--- src/rtl/rsi_defines.svh ---
`ifndef RSI_DEFINES_SVH
`define RSI_DEFINES_SVH

// ********************************************************************
// Register map of the APB slave.
// ********************************************************************
`define RSI_CTRL_OFF       12'h000
`define RSI_STAT_OFF       12'h004

// ********************************************************************
// Control register fields and reset values.
// ********************************************************************
`define RSI_CTRL_CONF_BIT  0
`define RSI_CTRL_SUSP_BIT  1
`define RSI_CTRL_HIPR_BIT  2
`define RSI_CTRL_CONF_RST  1'h0
`define RSI_CTRL_SUSP_RST  1'h0
`define RSI_CTRL_HIPR_RST  1'h1

// ********************************************************************
// Status register fields.
// ********************************************************************
`define RSI_STAT_CODE_LSB  0
`define RSI_STAT_EN_BIT    3
`define RSI_STAT_FIX_LSB   4
`define RSI_STAT_PWR_BIT   6
`define RSI_STAT_POL_BIT   7
`define RSI_STAT_RST_BIT   8
`define RSI_STAT_IND_BIT   9
`define RSI_STAT_MASK_LSB  10

// ********************************************************************
// Configuration codes that leave the straps enabled.
// ********************************************************************
`define RSI_CODE_DEF       3'h0
`define RSI_CODE_DEF_BUS   3'h2

// ********************************************************************
// Timing: clock period and internal power-on hold time.
// ********************************************************************
`define RSI_CLK_PERIOD_NS  10
`define RSI_POR_TIME_NS    10000
`define RSI_POR_CYCLES     ((`RSI_POR_TIME_NS + `RSI_CLK_PERIOD_NS - 1) / `RSI_CLK_PERIOD_NS)

`endif

--- src/rtl/rsi_pkg.sv ---
// ********************************************************************
// Types shared by the strap and indicator block.
// ********************************************************************
package rsi_pkg;

  // Sequencer states: power-on hold, pin reset hold, running.
  typedef enum logic [1:0] {RSI_POR, RSI_HOLD, RSI_RUN} rsi_state_e;

  // State of the two-stage synchroniser.
  typedef struct packed {
    logic [5:0] ff1;  // First stage, read only by the second.
    logic [5:0] ff2;  // Second stage, safe for logic.
  } rsi_sync_s;

  // Whole state of the top module.
  typedef struct packed {
    rsi_state_e  st;          // Sequencer state.
    logic [9:0]  por_cnt;     // Power-on hold counter.
    logic [2:0]  code;        // Latched configuration code.
    logic        strap_en;    // Straps enabled by the code.
    logic [1:0]  fixed;       // Latched fixed-port strap.
    logic [2:0]  fixed_mask;  // Fixed ports 3 to 1.
    logic        self_pwr;    // Latched self-power level.
    logic        configured;  // Hub configured, from software.
    logic        suspend;     // Hub suspended, from software.
    logic        hi_present;  // Upper select pin bonded out.
    logic        hub_rst;     // Internal hub reset.
    logic        ind_out;     // Indicator pin output level.
    logic        ind_oe_n;    // Indicator pin enable, low drives.
    logic        pready;      // APB ready.
    logic        pslverr;     // APB error.
    logic [31:0] prdata;      // APB read data.
  } rsi_top_s;

endpackage

--- src/rtl/rsi_sync.sv ---
`timescale 1ns/1ps
// ********************************************************************
// Two-flop synchroniser for the six pin inputs.
// ********************************************************************
module rsi_sync
  import rsi_pkg::*;
(
  input  wire logic       clk,      // System clock.
  input  wire logic       sys_rst,  // Synchronous reset, active high.
  input  wire logic [5:0] d_in,     // Asynchronous pin levels.
  output logic [5:0]      d_out     // Synchronised levels.
);

  rsi_sync_s s_r;    // Registered state.
  rsi_sync_s s_nxt;  // Next state.

  // Shifts the pins through both stages.
  always_comb begin
    s_nxt     = s_r;
    s_nxt.ff1 = d_in;
    s_nxt.ff2 = s_r.ff1;
  end

  // Registers the state; resets to all ones like an idle pulled-up pin.
  always_ff @(posedge clk) begin
    if (sys_rst) begin
      s_r <= '{ff1: 6'h3F, ff2: 6'h3F};
    end else begin
      s_r <= s_nxt;
    end
  end

  assign d_out = s_r.ff2;

endmodule

--- src/rtl/rsi_top.sv ---
`timescale 1ns/1ps
`include "rsi_defines.svh"
// What this block does
// Latch upper config select at reset release.
// Missing upper select pin reads as zero.
// Board holds reset low at least 1 us.
// Internal power-on reset when pin tied high.
// Board supplies the 24 MHz clock. Here the bench supplies a 100 MHz clock.
// Indicator asserted only configured and active.
// Local power pin high means self-power.
// Sample both fixed-port straps at release.
// Fixed strap picks ports and LED polarity.
// Latch lower config selects at release too.
// Straps honoured only for enabling codes.
// Latched straps hold until next reset.
// Indicator uses strap-selected polarity after release.
module rsi_top
  import rsi_pkg::*;
(
  input  wire logic        clk,           // System clock, 100 MHz.
  input  wire logic        sys_rst,       // Synchronous reset, active high.
  input  wire logic        reset_pin_n,   // Board reset pin, active low.
  input  wire logic        cfg_hi_pin,    // Upper config select pin.
  input  wire logic        cfg_mid_pin,   // Middle config select pin.
  input  wire logic        cfg_lo_pin,    // Lower config select pin.
  input  wire logic        fixed_hi_pin,  // Upper fixed-port strap pin.
  input  wire logic        ind_pin_in,    // Indicator pin level as read.
  output logic             ind_pin_out,   // Indicator pin drive level.
  output logic             ind_pin_oe_n,  // Indicator pin enable, low drives.
  output logic             hub_rst,       // Internal hub reset.
  output logic [2:0]       cfg_code,      // Latched configuration code.
  output logic [2:0]       fixed_ports,   // Fixed ports 3 to 1.
  output logic             self_power,    // Self-power available.
  input  wire logic        psel,          // APB select.
  input  wire logic        penable,       // APB enable.
  input  wire logic        pwrite,        // APB direction.
  input  wire logic [11:0] paddr,         // APB byte address.
  input  wire logic [31:0] pwdata,        // APB write data.
  output logic [31:0]      prdata,        // APB read data.
  output logic             pready,        // APB ready.
  output logic             pslverr        // APB error.
);

  // ******************************************************************
  // Constants and state.
  // ******************************************************************
  localparam logic [9:0] POR_LAST = 10'(`RSI_POR_CYCLES - 1);  // Last hold count.

  localparam rsi_top_s RST_V = '{
    st: RSI_POR, por_cnt: 10'h000, code: 3'h0, strap_en: 1'h0, fixed: 2'h0,
    fixed_mask: 3'h0, self_pwr: 1'h0, configured: `RSI_CTRL_CONF_RST,
    suspend: `RSI_CTRL_SUSP_RST, hi_present: `RSI_CTRL_HIPR_RST,
    hub_rst: 1'h1, ind_out: 1'h0, ind_oe_n: 1'h1, pready: 1'h0,
    pslverr: 1'h0, prdata: 32'h0000_0000};

  rsi_top_s   s_r;        // Registered state.
  rsi_top_s   s_nxt;      // Next state.
  logic [5:0] pins_s;     // Synchronised pins.
  logic       rst_pin_s;  // Synchronised reset pin.
  logic [2:0] cap_code;   // Code seen on the pins now.
  logic       cap_en;     // Straps enabled by that code.
  logic [1:0] cap_fixed;  // Fixed strap seen now, or zero.
  logic       ind_act;    // Indicator should be asserted.
  logic       led_low;    // LED is active low.
  logic       acc;        // APB access phase.
  logic       map_hit;    // Address is mapped.

  // ******************************************************************
  // Pin synchroniser.
  // ******************************************************************
  rsi_sync u_sync (
    .clk     (clk),
    .sys_rst (sys_rst),
    .d_in    ({reset_pin_n, cfg_hi_pin, cfg_mid_pin, cfg_lo_pin, fixed_hi_pin, ind_pin_in}),
    .d_out   (pins_s)
  );

  // ******************************************************************
  // Capture values and indicator decode.
  // ******************************************************************
  assign rst_pin_s = pins_s[5];
  // The upper select counts as low when the pin is not bonded out.
  assign cap_code  = {pins_s[4] & s_r.hi_present, pins_s[3], pins_s[2]};
  assign cap_en    = (cap_code == `RSI_CODE_DEF) || (cap_code == `RSI_CODE_DEF_BUS);
  // Both strap bits are taken in the same cycle.
  assign cap_fixed = cap_en ? {pins_s[1], pins_s[0]} : 2'h0;
  assign ind_act   = s_r.configured & ~s_r.suspend;
  assign led_low   = s_r.fixed[0];
  assign acc       = psel & penable;
  assign map_hit   = (paddr == `RSI_CTRL_OFF) || (paddr == `RSI_STAT_OFF);

  // Maps the fixed strap to a port mask.
  function automatic logic [2:0] fix_mask(input logic [1:0] f);
    logic [2:0] m;
    m = 3'h0;
    unique case (f)
      2'h0: m = 3'h0;
      2'h1: m = 3'h1;
      2'h2: m = 3'h3;
      2'h3: m = 3'h7;
    endcase
    return m;
  endfunction

  // ******************************************************************
  // Next-state logic: reset sequencer, indicator and APB slave.
  // ******************************************************************
  always_comb begin
    s_nxt = s_r;
    // Reset sequencer.
    unique case (s_r.st)
      RSI_POR: begin
        // Holds the hub in reset and the indicator pin released for the power-on time.
        s_nxt.hub_rst  = 1'h1;
        s_nxt.ind_oe_n = 1'h1;
        if (s_r.por_cnt == POR_LAST) begin
          s_nxt.st = RSI_HOLD;
        end else begin
          s_nxt.por_cnt = s_r.por_cnt + 10'h001;
        end
      end
      RSI_HOLD: begin
        // Pin released: latch every strap once and start running.
        s_nxt.hub_rst  = 1'h1;
        s_nxt.ind_oe_n = 1'h1;
        if (rst_pin_s) begin
          s_nxt.st         = RSI_RUN;
          s_nxt.hub_rst    = 1'h0;
          s_nxt.code       = cap_code;
          s_nxt.strap_en   = cap_en;
          s_nxt.fixed      = cap_fixed;
          s_nxt.fixed_mask = fix_mask(cap_fixed);
          s_nxt.self_pwr   = pins_s[0];
        end
      end
      RSI_RUN: begin
        if (!rst_pin_s) begin
          // Pin asserted again: release the pin for fresh straps.
          s_nxt.st       = RSI_HOLD;
          s_nxt.hub_rst  = 1'h1;
          s_nxt.ind_oe_n = 1'h1;
          s_nxt.ind_out  = 1'h0;
        end else begin
          // Latched values are left alone while running.
          s_nxt.ind_oe_n = 1'h0;
          s_nxt.ind_out  = ind_act ^ led_low;
        end
      end
      default: begin
        // An unused state code returns to the power-on state without clearing the hold counter.
        s_nxt.st = RSI_POR;
      end
    endcase
    // APB slave: one wait state, then the transfer completes.
    if (acc && !s_r.pready) begin
      s_nxt.pready  = 1'h1;
      s_nxt.pslverr = ~map_hit;
      s_nxt.prdata  = 32'h0000_0000;
      if (!pwrite && paddr == `RSI_CTRL_OFF) begin
        s_nxt.prdata[`RSI_CTRL_CONF_BIT] = s_r.configured;
        s_nxt.prdata[`RSI_CTRL_SUSP_BIT] = s_r.suspend;
        s_nxt.prdata[`RSI_CTRL_HIPR_BIT] = s_r.hi_present;
      end else if (!pwrite && paddr == `RSI_STAT_OFF) begin
        s_nxt.prdata[`RSI_STAT_CODE_LSB +: 3] = s_r.code;
        s_nxt.prdata[`RSI_STAT_EN_BIT]        = s_r.strap_en;
        s_nxt.prdata[`RSI_STAT_FIX_LSB +: 2]  = s_r.fixed;
        s_nxt.prdata[`RSI_STAT_PWR_BIT]       = s_r.self_pwr;
        s_nxt.prdata[`RSI_STAT_POL_BIT]       = led_low;
        s_nxt.prdata[`RSI_STAT_RST_BIT]       = s_r.hub_rst;
        s_nxt.prdata[`RSI_STAT_IND_BIT]       = ind_act;
        s_nxt.prdata[`RSI_STAT_MASK_LSB +: 3] = s_r.fixed_mask;
      end
    end else if (acc && s_r.pready) begin
      // Completing edge: the write takes effect here and only here.
      s_nxt.pready  = 1'h0;
      s_nxt.pslverr = 1'h0;
      if (pwrite && paddr == `RSI_CTRL_OFF) begin
        s_nxt.configured = pwdata[`RSI_CTRL_CONF_BIT];
        s_nxt.suspend    = pwdata[`RSI_CTRL_SUSP_BIT];
        s_nxt.hi_present = pwdata[`RSI_CTRL_HIPR_BIT];
      end
    end else begin
      s_nxt.pready  = 1'h0;
      s_nxt.pslverr = 1'h0;
    end
  end

  // Registers the whole state.
  always_ff @(posedge clk) begin
    if (sys_rst) begin
      s_r <= RST_V;
    end else begin
      s_r <= s_nxt;
    end
  end

  // ******************************************************************
  // Outputs, all straight from the state register.
  // ******************************************************************
  assign ind_pin_out  = s_r.ind_out;
  assign ind_pin_oe_n = s_r.ind_oe_n;
  assign hub_rst      = s_r.hub_rst;
  assign cfg_code     = s_r.code;
  assign fixed_ports  = s_r.fixed_mask;
  assign self_power   = s_r.self_pwr;
  assign prdata       = s_r.prdata;
  assign pready       = s_r.pready;
  assign pslverr      = s_r.pslverr;

  // ******************************************************************
  // Assertions and covers.
  // ******************************************************************
  // Entering run latches the code seen on the pins one cycle before.
  property p_cap_code;
    @(posedge clk) disable iff (sys_rst)
    (s_r.st == RSI_RUN && $past(s_r.st) == RSI_HOLD) |-> cfg_code == $past(cap_code);
  endproperty
  a_cap_code: assert property (p_cap_code) else $error("Code not latched at release.");

  // Without the upper pin the upper bit is always zero.
  property p_hi_absent;
    @(posedge clk) disable iff (sys_rst)
    (s_r.st == RSI_HOLD && rst_pin_s && !s_r.hi_present) |=> cfg_code[2] == 1'b0;
  endproperty
  a_hi_absent: assert property (p_hi_absent) else $error("Absent upper select read high.");

  // Internal reset stays on through the whole power-on hold.
  property p_por_hold;
    @(posedge clk) disable iff (sys_rst)
    (s_r.st == RSI_POR) |-> (hub_rst && ind_pin_oe_n);
  endproperty
  a_por_hold: assert property (p_por_hold) else $error("Reset released during power-on hold.");

  // A negated indicator drives the inactive level of the polarity.
  property p_ind_neg;
    @(posedge clk) disable iff (sys_rst)
    (s_r.st == RSI_RUN && rst_pin_s && !ind_act) |=> (!ind_pin_oe_n && ind_pin_out == $past(led_low));
  endproperty
  a_ind_neg: assert property (p_ind_neg) else $error("Indicator asserted while inactive.");

  // Self power follows the pin level sampled at release.
  property p_self_pwr;
    @(posedge clk) disable iff (sys_rst)
    (s_r.st == RSI_HOLD && rst_pin_s) |=> self_power == $past(pins_s[0]);
  endproperty
  a_self_pwr: assert property (p_self_pwr) else $error("Self power not taken at release.");

  // Disabled straps give no fixed ports and an active-high LED.
  property p_strap_off;
    @(posedge clk) disable iff (sys_rst)
    (!s_r.strap_en) |-> (fixed_ports == 3'h0 && !led_low);
  endproperty
  a_strap_off: assert property (p_strap_off) else $error("Straps used while disabled.");

  // Fixed-port mask matches the two strap bits.
  property p_mask;
    @(posedge clk) disable iff (sys_rst)
    (s_r.st == RSI_RUN) |-> fixed_ports == ((s_r.fixed == 2'h3) ? 3'h7 : (s_r.fixed == 2'h2) ? 3'h3 :
                                            (s_r.fixed == 2'h1) ? 3'h1 : 3'h0);
  endproperty
  a_mask: assert property (p_mask) else $error("Fixed port mask wrong.");

  // Latched values do not move while running.
  property p_hold;
    @(posedge clk) disable iff (sys_rst)
    (s_r.st == RSI_RUN && $past(s_r.st) == RSI_RUN) |-> ($stable(cfg_code) && $stable(fixed_ports) && $stable(self_power));
  endproperty
  a_hold: assert property (p_hold) else $error("Latched strap changed while running.");

  // The APB slave answers exactly one cycle into the access phase.
  property p_apb_wait;
    @(posedge clk) disable iff (sys_rst)
    (psel && penable && !pready) |=> pready ##1 !pready;
  endproperty
  a_apb_wait: assert property (p_apb_wait) else $error("APB ready timing wrong.");

  c_strap_on: cover property (@(posedge clk) disable iff (sys_rst) s_r.st == RSI_RUN && s_r.strap_en);
  c_strap_lo: cover property (@(posedge clk) disable iff (sys_rst) s_r.st == RSI_RUN && led_low && ind_act);
  c_rerst:    cover property (@(posedge clk) disable iff (sys_rst) s_r.st == RSI_RUN ##1 s_r.st == RSI_HOLD);

endmodule
--- config.mk ---
export PLATFORM = sky130hd
export DESIGN_NAME = rsi_top
export DESIGN_NICKNAME = d
export VERILOG_FILES = /design/src/rtl/rsi_pkg.sv /design/src/rtl/rsi_sync.sv /design/src/rtl/rsi_top.sv
export VERILOG_INCLUDE_DIRS = /design/src /design/src/rtl
export SDC_FILE = /design/constraint.sdc
export NUM_CORES = 1
export LEC_CHECK = 0
export ABC_AREA = 1
export BUFFER_PORTS_ARGS = -buffer_cell sky130_fd_sc_hd__buf_2
export CORE_MARGIN = 1
export CORE_UTILIZATION = 44
export DETAILED_ROUTE_END_ITERATION = 12
export HOLD_SLACK_MARGIN = 0.05
export PLACE_DENSITY = 0.76
export SLEW_MARGIN = 20
export SYNTH_ARGS = -nofsm -noshare
export SYNTH_HDL_FRONTEND = slang
export SYNTH_SLANG_ARGS = --single-unit
--- constraint.sdc ---
create_clock -name clk -period 1.3 [get_ports clk]
set_input_delay 0.065 -clock clk [delete_from_list [all_inputs] [get_ports clk]]
set_output_delay 0.065 -clock clk [all_outputs]
set_load 0.01 [all_outputs]
==> flow_summary.ini, run 1 <==
[synth]
syn_avg_cell_area_sq_um = 7.49
ys.flop_type = dfxtp_1
ys_ff_latch = 53
syn_inst = 335
synth_top_cells_by_count = nand2_1 (67), dfxtp_1 (53), buf_4 (38)
ys_seq_area_share_pct = 42.3
synthTopCellsByArea = dfxtp_1 (42%), buf_4 (11%), nand2_1 (10%), nor2_1 (5.2%), a21oi_1 (4.8%)
yosys.area.top_type = dfxtp_1
synth_top_area_share_pct = 42.3
yosysMostFrequentCell = nand2_1
netlist_area_sq_mm = 0.00251
synth-edff-count = 0
async_reset_ff_share_pct = 0
yosys_warnings = 0
yosys.cell_types.count = 32

[setup_path]
cp_max_fo = 7
critPathKind = reg -> reg
start_kind = flop
cp.required_ns = 1.54
critPathCaptureType = flop
crit_arrival_ns = 1.45

[floorplanning]
rows = 27
initial_core_util_pct = 45.6
coreArea_sq_mm = 0.00551
die_area_sq_mm = 0.00601
io_pins = 99
die_height_um = 77.5
die_x_um = 77.5

[timing]
hold_viol = 0
fin_skew_ns = 0.00751
slew_violations = 0
rsz0062_at_grt = false
whs_ns = 0.0482
finalCritPeriodShare_pct = 93.3
tns_ns = 0
setup_violations = 0
max_clock_freq_mhz = 825
fin_crit_ns = 1.21

[power_and_ir_drop]
power_per_cell_area_mw_per_mm2 = 1090
vdd_drop_max_mv = 0.967
leakagePower_nw = 1.32

[layout]
antenna_cells = 0
num-fill-cells = 518
fin_util_pct = 53.1
drive_gt1_share_pct = 26.8
finalNetCount = 439
area_growth_syn_to_layout_pct = 16.4

[routing]
detail-route-antenna-nets = 0
drc = 0
drt-initial-drc-count = 88
drt-total-wl_um = 4860
vias = 2097
drt_pass1_iterations = 4
routedWlPerCell_um = 10.6
viasPerCell = 4.60

[placed_design]
place_hpwl_um = 3690
place_congestion = 0.887
portBuffers = 50

[flow_run]
maxCapViolCount = 0

[clock_tree]
clkLatencyLatePin_ns = 0.30
tritoncts = built
h-tree-depth = 2
root_buffer = clkbuf_8
clkTransAtPathRegs_ns = 0.09
cts_made_buffers = 5
clockBufferDepth = 2
clkSinkCount = 53

[global_route]
grt-ovfl-total = 0
grt_pass1_wl_um = 8320
antenna_found_initial = 0
grt_pass1_vias = 1888
grt_use_total_pct = 17.2
grt_max_degree = 22

[worst_hold_path]
hold_path.class = in -> reg

[status]
status = complete, no violations
[final cells by class]
type                            count  area [sq um]  share of cell area, %
Multi-Input combinational cell    220          1080                   37.1
Sequential cell                    53          1070                   36.5
Timing Repair Buffer               71           429                   14.7
Inverter                           32           123                   4.20
Clock buffer                        6          93.8                   3.21
Tap cell                           72          90.1                   3.08
Clock inverter                      2          35.0                   1.20
[power breakdown]
| part | leakage (nW) | switching, mW | internal, mW | total (mW) |
|---|---|---|---|---|
| sequential | 0.433 | 0.0307 | 1.67 | 1.70 |
| combinational | 0.822 | 0.166 | 0.131 | 0.297 |
| clock | 0.0663 | 0.508 | 0.687 | 1.19 |
| total | 1.32 | 0.705 | 2.49 | 3.19 |
[cells in the final DEF, fill, tap and decap left out]
cell type / n
dfxtp_2: 2
clkinv_2: 1
nor2_4: 2
o21ai_1: 4
a21boi_0: 1
or2_2: 13
inv_4: 1
nor2_2: 3
dfxtp_4: 1
buf_2: 50
inv_2: 3
nor3_1: 2
a21oi_1: 23
a22oi_1: 1
buf_4: 13
nand2_4: 1
inv_1: 28
a21oi_2: 2
xor2_1: 3
nand3_1: 12
o211ai_1: 1
o21ai_0: 5
dfxtp_1: 50
ha_4: 1
clkbuf_8: 5
dlygate4sd3_1: 7
nor2_1: 34
nand3_2: 1
nand4_1: 18
conb_1: 19
bufinv_16: 1
a31oi_1: 2
a211oi_1: 1
clkbuf_16: 1
nor3_2: 1
buf_6: 1
xnor2_1: 2
o21a_1: 1
nand2_1: 67
[what timing repair did]
action / CTS / global route
setup endpoints to repair: 0 / 11
buffers inserted: 0 / 0
hold endpoints to repair: 7 / 0
gates resized for setup: 0 / 6
hold buffers: 7 / 0
[stage by stage]
| step | std cells | total power [mW] | setup slack [ns] | cell area [sq um] |
|---|---|---|---|---|
| floorplan | 353 | 1.95 | 0.0115 | 2590 |
| global placement | 441 | 2.00 | 0.0908 | 2710 |
| detailed placement | 441 | 2.02 | 0.0521 | 2710 |
| CTS | 456 | 3.23 | 0.0327 | 2910 |
| global route | 456 | 3.34 | 0.00721 | 2920 |
| finish | 456 | 3.19 | 0.0875 | 2920 |
[cells by family (layout without fill, tap and decap cells)]
kind of cell	Yosys count	in the layout	share of synthesized area, %
and+or+nand+nor	154	154	28.4
other	1	19	0.149
xor gates and xnor gates	5	5	1.75
DFF	53	53	42.3
adders and majority gates	1	1	0.498
buffers and inverters	80	111	18.0
AOI/OAI and AO/OA	41	41	8.92
[worst paths after layout]
| path | startpoint | to | slack (ns) | cells after the start |
|---|---|---|---|---|
| worst max-delay path | s_r[50] | s_r[53] | 0.09 | 8 |
| worst min-delay path | pwdata[1] | s_r[38] | 0.05 | 3 |
| worst max register to register | s_r[50] | s_r[53] | 0.09 | 8 |
| worst min register to register | u_sync.s_nxt[2] | u_sync.d_out[2] | 0.41 | 1 |
[registers in the layout, indices dropped and copies added (netlist names)]
name	cells
cfg_code	3
led_low	1
fixed_ports	2
hub_rst	1
u_sync.d_out	6
s_r	17
self_power	1
pslverr	1
pready	1
prdata	12
ind_pin_out	1
ind_pin_oe_n	1
u_sync.s_nxt	6
[critical path, cell delays in order (launching register included)]
cell,delay (ns)
dfxtp_4,0.37
ha_4,0.13
nand3_1,0.07
nor2_1,0.08
nand2_1,0.09
nand2_4,0.10
buf_6,0.13
nand2_1,0.06
a21oi_2,0.13
[layer usage]
metal | global-route usage [%] | share of wire, % | vias to the layer above
li1 | - | - | 1111
met1 | 20.0 | 44 | 939
met2 | 30.4 | 51 | 37
met3 | 3.06 | 3.2 | 10
met4 | 7.92 | 2.0 | 0
met5 | 0 | 0 | -
Power figures use the tool's default switching activity.
==> run 2: changes to the inputs <==
--- a/config.mk
+++ b/config.mk
@@ -8,11 +8,12 @@
 export LEC_CHECK = 0
 export ABC_AREA = 1
 export BUFFER_PORTS_ARGS = -buffer_cell sky130_fd_sc_hd__buf_2
+export CAP_MARGIN = 5
 export CORE_MARGIN = 1
-export CORE_UTILIZATION = 44
+export CORE_UTILIZATION = 45
 export DETAILED_ROUTE_END_ITERATION = 12
 export HOLD_SLACK_MARGIN = 0.05
-export PLACE_DENSITY = 0.76
+export PLACE_DENSITY = 0.75
 export SLEW_MARGIN = 20
 export SYNTH_ARGS = -nofsm -noshare
 export SYNTH_HDL_FRONTEND = slang
==> constraint.sdc (replaced) <==
create_clock -name clk -period 1.4 [get_ports clk]
set_input_delay 0.07 -clock clk [delete_from_list [all_inputs] [get_ports clk]]
set_output_delay 0.07 -clock clk [all_outputs]
set_load 0.01 [all_outputs]
==> run 2 against run 1 <==
Routed wire length up 5.3%. Utilization up 1.6 points. Fmax down 7.8%. Cell count down 1.1%. Design area down 2.0%. Flip-flop and latch count unchanged. Sequential share of layout area up 0.60 points. First-iteration DRC count up 50%. Clock skew down 0.0018 ns. Power down 11%.
==> flow_summary.ini, run 2 (synthesis gave the netlist of run 1 again) <==
[power_and_ir_drop]
power_frac_seq_pct = 55.9
leakagePower_nw = 1.30
switchingPower_mw = 0.648
p_int_mw = 2.18
clock_power_share_pct = 34.6
power_per_cell_area_mw_per_mm2 = 989
comb_power_share_pct = 9.5
vdd_drop_max_mv = 0.680
swShare_pct = 22.9

[floorplanning]
die_height_um = 76.7
initial_core_util_pct = 47.9
coreArea_sq_mm = 0.00524
rows = 26
io_pins = 99
die_x_um = 76.7
die_area_sq_mm = 0.00588

[placed_design]
place_hpwl_um = 3610
dp_cells = 435
portBuffers = 50
place_congestion = 0.829
place_ws_ns = 0.0901

[timing]
finalCritPeriodShare_pct = 93.9
fin_skew_ns = 0.00569
setup_ws_ns = 0.0850
tns_ns = 0
max_clock_freq_mhz = 760
fin_crit_ns = 1.32
setup_violations = 0
slew_violations = 0
hold_viol = 0

[setup_path]
critPathKind = reg -> reg
start_kind = flop
cpMaxStageDelayCell = dfxtp_2
path_cells = ha_2 -> nand3_1 -> nor2_1 -> nand2_1 -> nand2_4 -> buf_4 -> nand2_1 -> a21oi_1
cp-startpoint = s_r[51]
critical-path-max-stage-delay_ns = 0.37
critPathCaptureType = flop
r2r-start = s_r[51]
cp.required_ns = 1.64
critPathTopFamily = simple AND/OR/NAND/NOR gates
crit_arrival_ns = 1.55
path_common_cell = nand2_1
cp_max_fo = 5
path_buf_inv = 1

[routing]
drt_pass1_iterations = 4
detail-route-antenna-nets = 0
routedWlPerCell_um = 11.3
drt-total-wl_um = 5110
drt-initial-drc-count = 132
viasPerCell = 4.67
drc = 0
vias = 2105

[clock_tree]
h-tree-depth = 2
clkLatencyLatePin_ns = 0.30
clkSinkCount = 53
root_buffer = clkbuf_8
cts_setup_buffers = 0
clkTransAtPathRegs_ns = 0.09
clockBufferDepth = 2
tritoncts = built
cts_made_buffers = 5

[layout]
stdcell_count = 451
area_growth_syn_to_layout_pct = 14.1
drive_gt1_share_pct = 25.2
finalNetCount = 437
regMostFlops = s_r
largest_reg_flops = 17
num-fill-cells = 518
antenna_cells = 0
layout_common_cells = nand2_1 (67), dfxtp_1 (51), buf_2 (50), nor2_1 (35), inv_1 (28)
mostFrequentLayoutCell = nand2_1

[global_route]
grt_use_total_pct = 17.9
grt-ovfl-total = 0
antenna_found_initial = 0
grt_max_degree = 19
grt_pass1_vias = 1966
grt_pass1_wl_um = 8580

[status]
status = complete, no violations

[worst_hold_path]
min_from = pwdata[0]
hold_path.class = in -> reg

[flow_run]
maxCapViolCount = 0
run 2: changes by cell type in the layout (fill, tap and decap cells not counted), sizes merged:
cell         before  now
clkbuf            6    5
dlygate4sd3       7    9
buf              64   60
run 2: worst reg2reg max path, delay by kind of cell (launching register included):
| kind | cells | cell delay, ns |
|---|---|---|
| buffers and inverters | 1 | 0.14 |
| adders and majority gates | 1 | 0.19 |
| and+or+nand+nor | 5 | 0.43 |
| AOI/OAI and AO/OA | 1 | 0.13 |
| DFF | 1 | 0.37 |
run 2: metal layers:
layer,vias up,track usage (%),part of all wire (%)
li1,1103,-,-
met1,950,21.5,44
met2,43,31.7,51
met3,9,4.17,3.9
met4,0,5.19,1.3
met5,-,0,0
run 2: area by class of cell:
cell class	instances	area [sq um]	share of cell area [%]
inverter	32	123	4.28
clock inverter	2	35.0	1.22
tap	70	87.6	3.06
sequential	53	1060	37.1
clock buffer	5	68.8	2.40
timing repair buffer	69	415	14.5
multi-input combinational	220	1070	37.4
run 2: power by group through the flow:
stage | registers, mW | logic (mW) | clock network [mW]
3_3_place_gp | 1.61 | 0.231 | 0
2_1_floorplan | 1.61 | 0.194 | 0
4_1_cts | 1.58 | 0.264 | 1.01
6_report | 1.58 | 0.269 | 0.980
3_5_place_dp | 1.61 | 0.237 | 0
5_1_grt | 1.59 | 0.299 | 1.08
run 2: metrics by stage:
stage | total power, mW | hold slack (ns) | utilization, % | instance area, sq um
after floorplan | 1.81 | 0.174 | - | 2580
after detailed placement | 1.85 | 0.254 | 50.8 | 2660
after global routing | 2.96 | 0.0595 | 54.7 | 2860
after CTS | 2.86 | 0.0523 | 54.5 | 2860
final | 2.83 | 0.0574 | 54.7 | 2860
after global placement | 1.84 | 0.252 | 50.8 | 2660
run 2: final timing paths:
| path | endpoint | slack [ns] | cells past startpoint |
|---|---|---|---|
| setup / recovery | s_r[58] | 0.08 | 8 |
| hold / removal | s_r[39] | 0.06 | 3 |
| setup reg to reg | s_r[58] | 0.08 | 8 |
| hold reg to reg | u_sync.d_out[2] | 0.42 | 1 |
run 2: timing repair:
action                                  4_1_cts  5_1_grt
hold buffers                                  9        0
resized for setup                             0        5
endpoints found under the setup margin        0       10
hold endpoints to repair                      9        0
==> run 3: changes to the inputs <==
--- a/config.mk
+++ b/config.mk
@@ -11,6 +11,7 @@
 export CAP_MARGIN = 5
 export CORE_MARGIN = 1
 export CORE_UTILIZATION = 45
+export CTS_CLUSTER_DIAMETER = 60
 export DETAILED_ROUTE_END_ITERATION = 12
 export HOLD_SLACK_MARGIN = 0.05
 export PLACE_DENSITY = 0.75
==> constraint.sdc (replaced) <==
create_clock -name clk -period 1.4 [get_ports clk]
set_input_delay 0.28 -clock clk [delete_from_list [all_inputs] [get_ports clk]]
set_output_delay 0.28 -clock clk [all_outputs]
set_load 0.01 [all_outputs]
==> run 3 against run 2 <==
Sequential share of layout area rose by 0.90 points. Non-clock buffer count fell by 9. Design area fell by 2.4%. Global-route usage fell by 0.79 points. Highest routed layer unchanged. Power rose by 1.4%. Register-to-register slack improved by 0.02 ns. Hold slack improved by 0.094 ns. First-iteration DRC count fell by 38%.
==> flow_summary.ini, run 3 (synthesis gave the netlist of run 1 again) <==
[timing]
max_clock_freq_mhz = 775
slew_violations = 0
rsz0062_at_grt = false
hold_viol = 0
fin_crit_ns = 1.29
whs_ns = 0.152
setup_violations = 0
tns_ns = 0
setup_ws_ns = 0.110
finalCritPeriodShare_pct = 92.1
fin_skew_ns = 0.00844

[setup_path]
cp.required_ns = 1.59
cp_max_fo = 12
critPathCaptureType = flop
critPathKind = reg -> reg
crit_arrival_ns = 1.48
start_kind = flop

[power_and_ir_drop]
comb_power_share_pct = 8.5
p_int_mw = 2.23
power_per_cell_area_mw_per_mm2 = 1030
finalPower_mw = 2.87
swShare_pct = 22.3
power_frac_seq_pct = 54.9
vdd_drop_max_mv = 0.561
switchingPower_mw = 0.642
leakagePower_nw = 1.27
clock_power_share_pct = 36.6

[global_route]
grt_pass1_wl_um = 8090
grt_use_total_pct = 17.2
grt_max_degree = 29
grt-ovfl-total = 0
antenna_found_initial = 0
grt_pass1_vias = 1898

[layout]
drive_gt1_share_pct = 25.7
antenna_cells = 0
fin_util_pct = 53.4
design_area_sq_mm = 0.00280
regMostFlops = s_r
finalNetCount = 428
mostFrequentLayoutCell = nand2_1
num-fill-cells = 496
stdcell_count = 443
area_growth_syn_to_layout_pct = 11.4
largest_reg_flops = 17
layout_common_cells = nand2_1 (67), dfxtp_1 (51), buf_2 (50), nor2_1 (35), inv_1 (28)

[worst_hold_path]
hold_path.class = in -> reg

[routing]
vias = 2042
drt_pass1_iterations = 4
drt-total-wl_um = 4680
drc = 0
routedWlPerCell_um = 10.6
detail-route-antenna-nets = 0
drt-initial-drc-count = 82
viasPerCell = 4.61

[floorplanning]
die_area_sq_mm = 0.00588
die_x_um = 76.7
die_height_um = 76.7
io_pins = 99
initial_core_util_pct = 47.9
coreArea_sq_mm = 0.00524
rows = 26

[placed_design]
portBuffers = 50
place_hpwl_um = 3550
place_congestion = 0.855
place_area_sq_mm = 0.00268
place_ws_ns = 0.0545
dp_cells = 435

[clock_tree]
clkSinkCount = 53
cts_made_buffers = 5
root_buffer = clkbuf_8
clockBufferDepth = 2
clkLatencyLatePin_ns = 0.30
h-tree-depth = 2
clkTransAtPathRegs_ns = 0.09
holdBufCountCts = 0
tritoncts = built

[status]
status = complete, no violations

[flow_run]
maxCapViolCount = 0
## run 3: cell types whose count changed in the layout (fill, tap and decap cells not counted)
cell	previous run	this run
dlygate4sd3_1	9	0
buf_12	0	1
buf_4	10	9
clkbuf_1	0	1
clkbuf_8	5	6
clkinv_2	1	0
inv_2	3	4
inv_4	1	0
o21ai_0	4	5
o21ai_1	4	3
## run 3: worst paths after layout
kind	start	endpoint	slack, ns	cells past startpoint
setup reg to reg	s_r[51]	s_r[50]	0.11	8
hold reg to reg	u_sync.s_nxt[1]	u_sync.d_out[1]	0.42	1
setup / recovery	s_r[51]	s_r[50]	0.11	8
hold / removal	reset_pin_n	u_sync.s_nxt[5]	0.15	2
## run 3: worst max-delay path, cell delays in order (launching register included)
cell     delay, ns
dfxtp_2       0.36
ha_2          0.18
nand3_1       0.07
nor2_1        0.09
nand2_1       0.10
nand2_4       0.08
inv_2         0.10
o21ai_2       0.16
a21oi_2       0.05
## run 3: timing repair
item	CTS	global route
gates resized for setup	0	2
setup endpoints to repair	0	10
setup buffers	0	0
## run 3: power groups by stage
stage | clock [mW] | combinational (mW) | sequential (mW)
2_1_floorplan | 0 | 0.194 | 1.61
3_3_place_gp | 0 | 0.234 | 1.61
3_5_place_dp | 0 | 0.240 | 1.61
4_1_cts | 1.07 | 0.243 | 1.58
5_1_grt | 1.13 | 0.278 | 1.58
6_report | 1.05 | 0.243 | 1.58
## run 3: per-layer routing
metal  track usage (%)  wire, um
met4              4.04        37
met5                 0         0
met2              31.3      2400
met3              4.52       180
met1              19.8      2060
## run 3: layout make-up
type	count	area [sq um]	share of cell area [%]
flip-flops and latches	53	1060	38.0
repair buffers	60	338	12.1
clock buffers	7	86.3	3.09
well taps	70	87.6	3.13
inverters	32	120	4.30
multi-input cells	220	1070	38.3
clock inverters	1	30.0	1.07
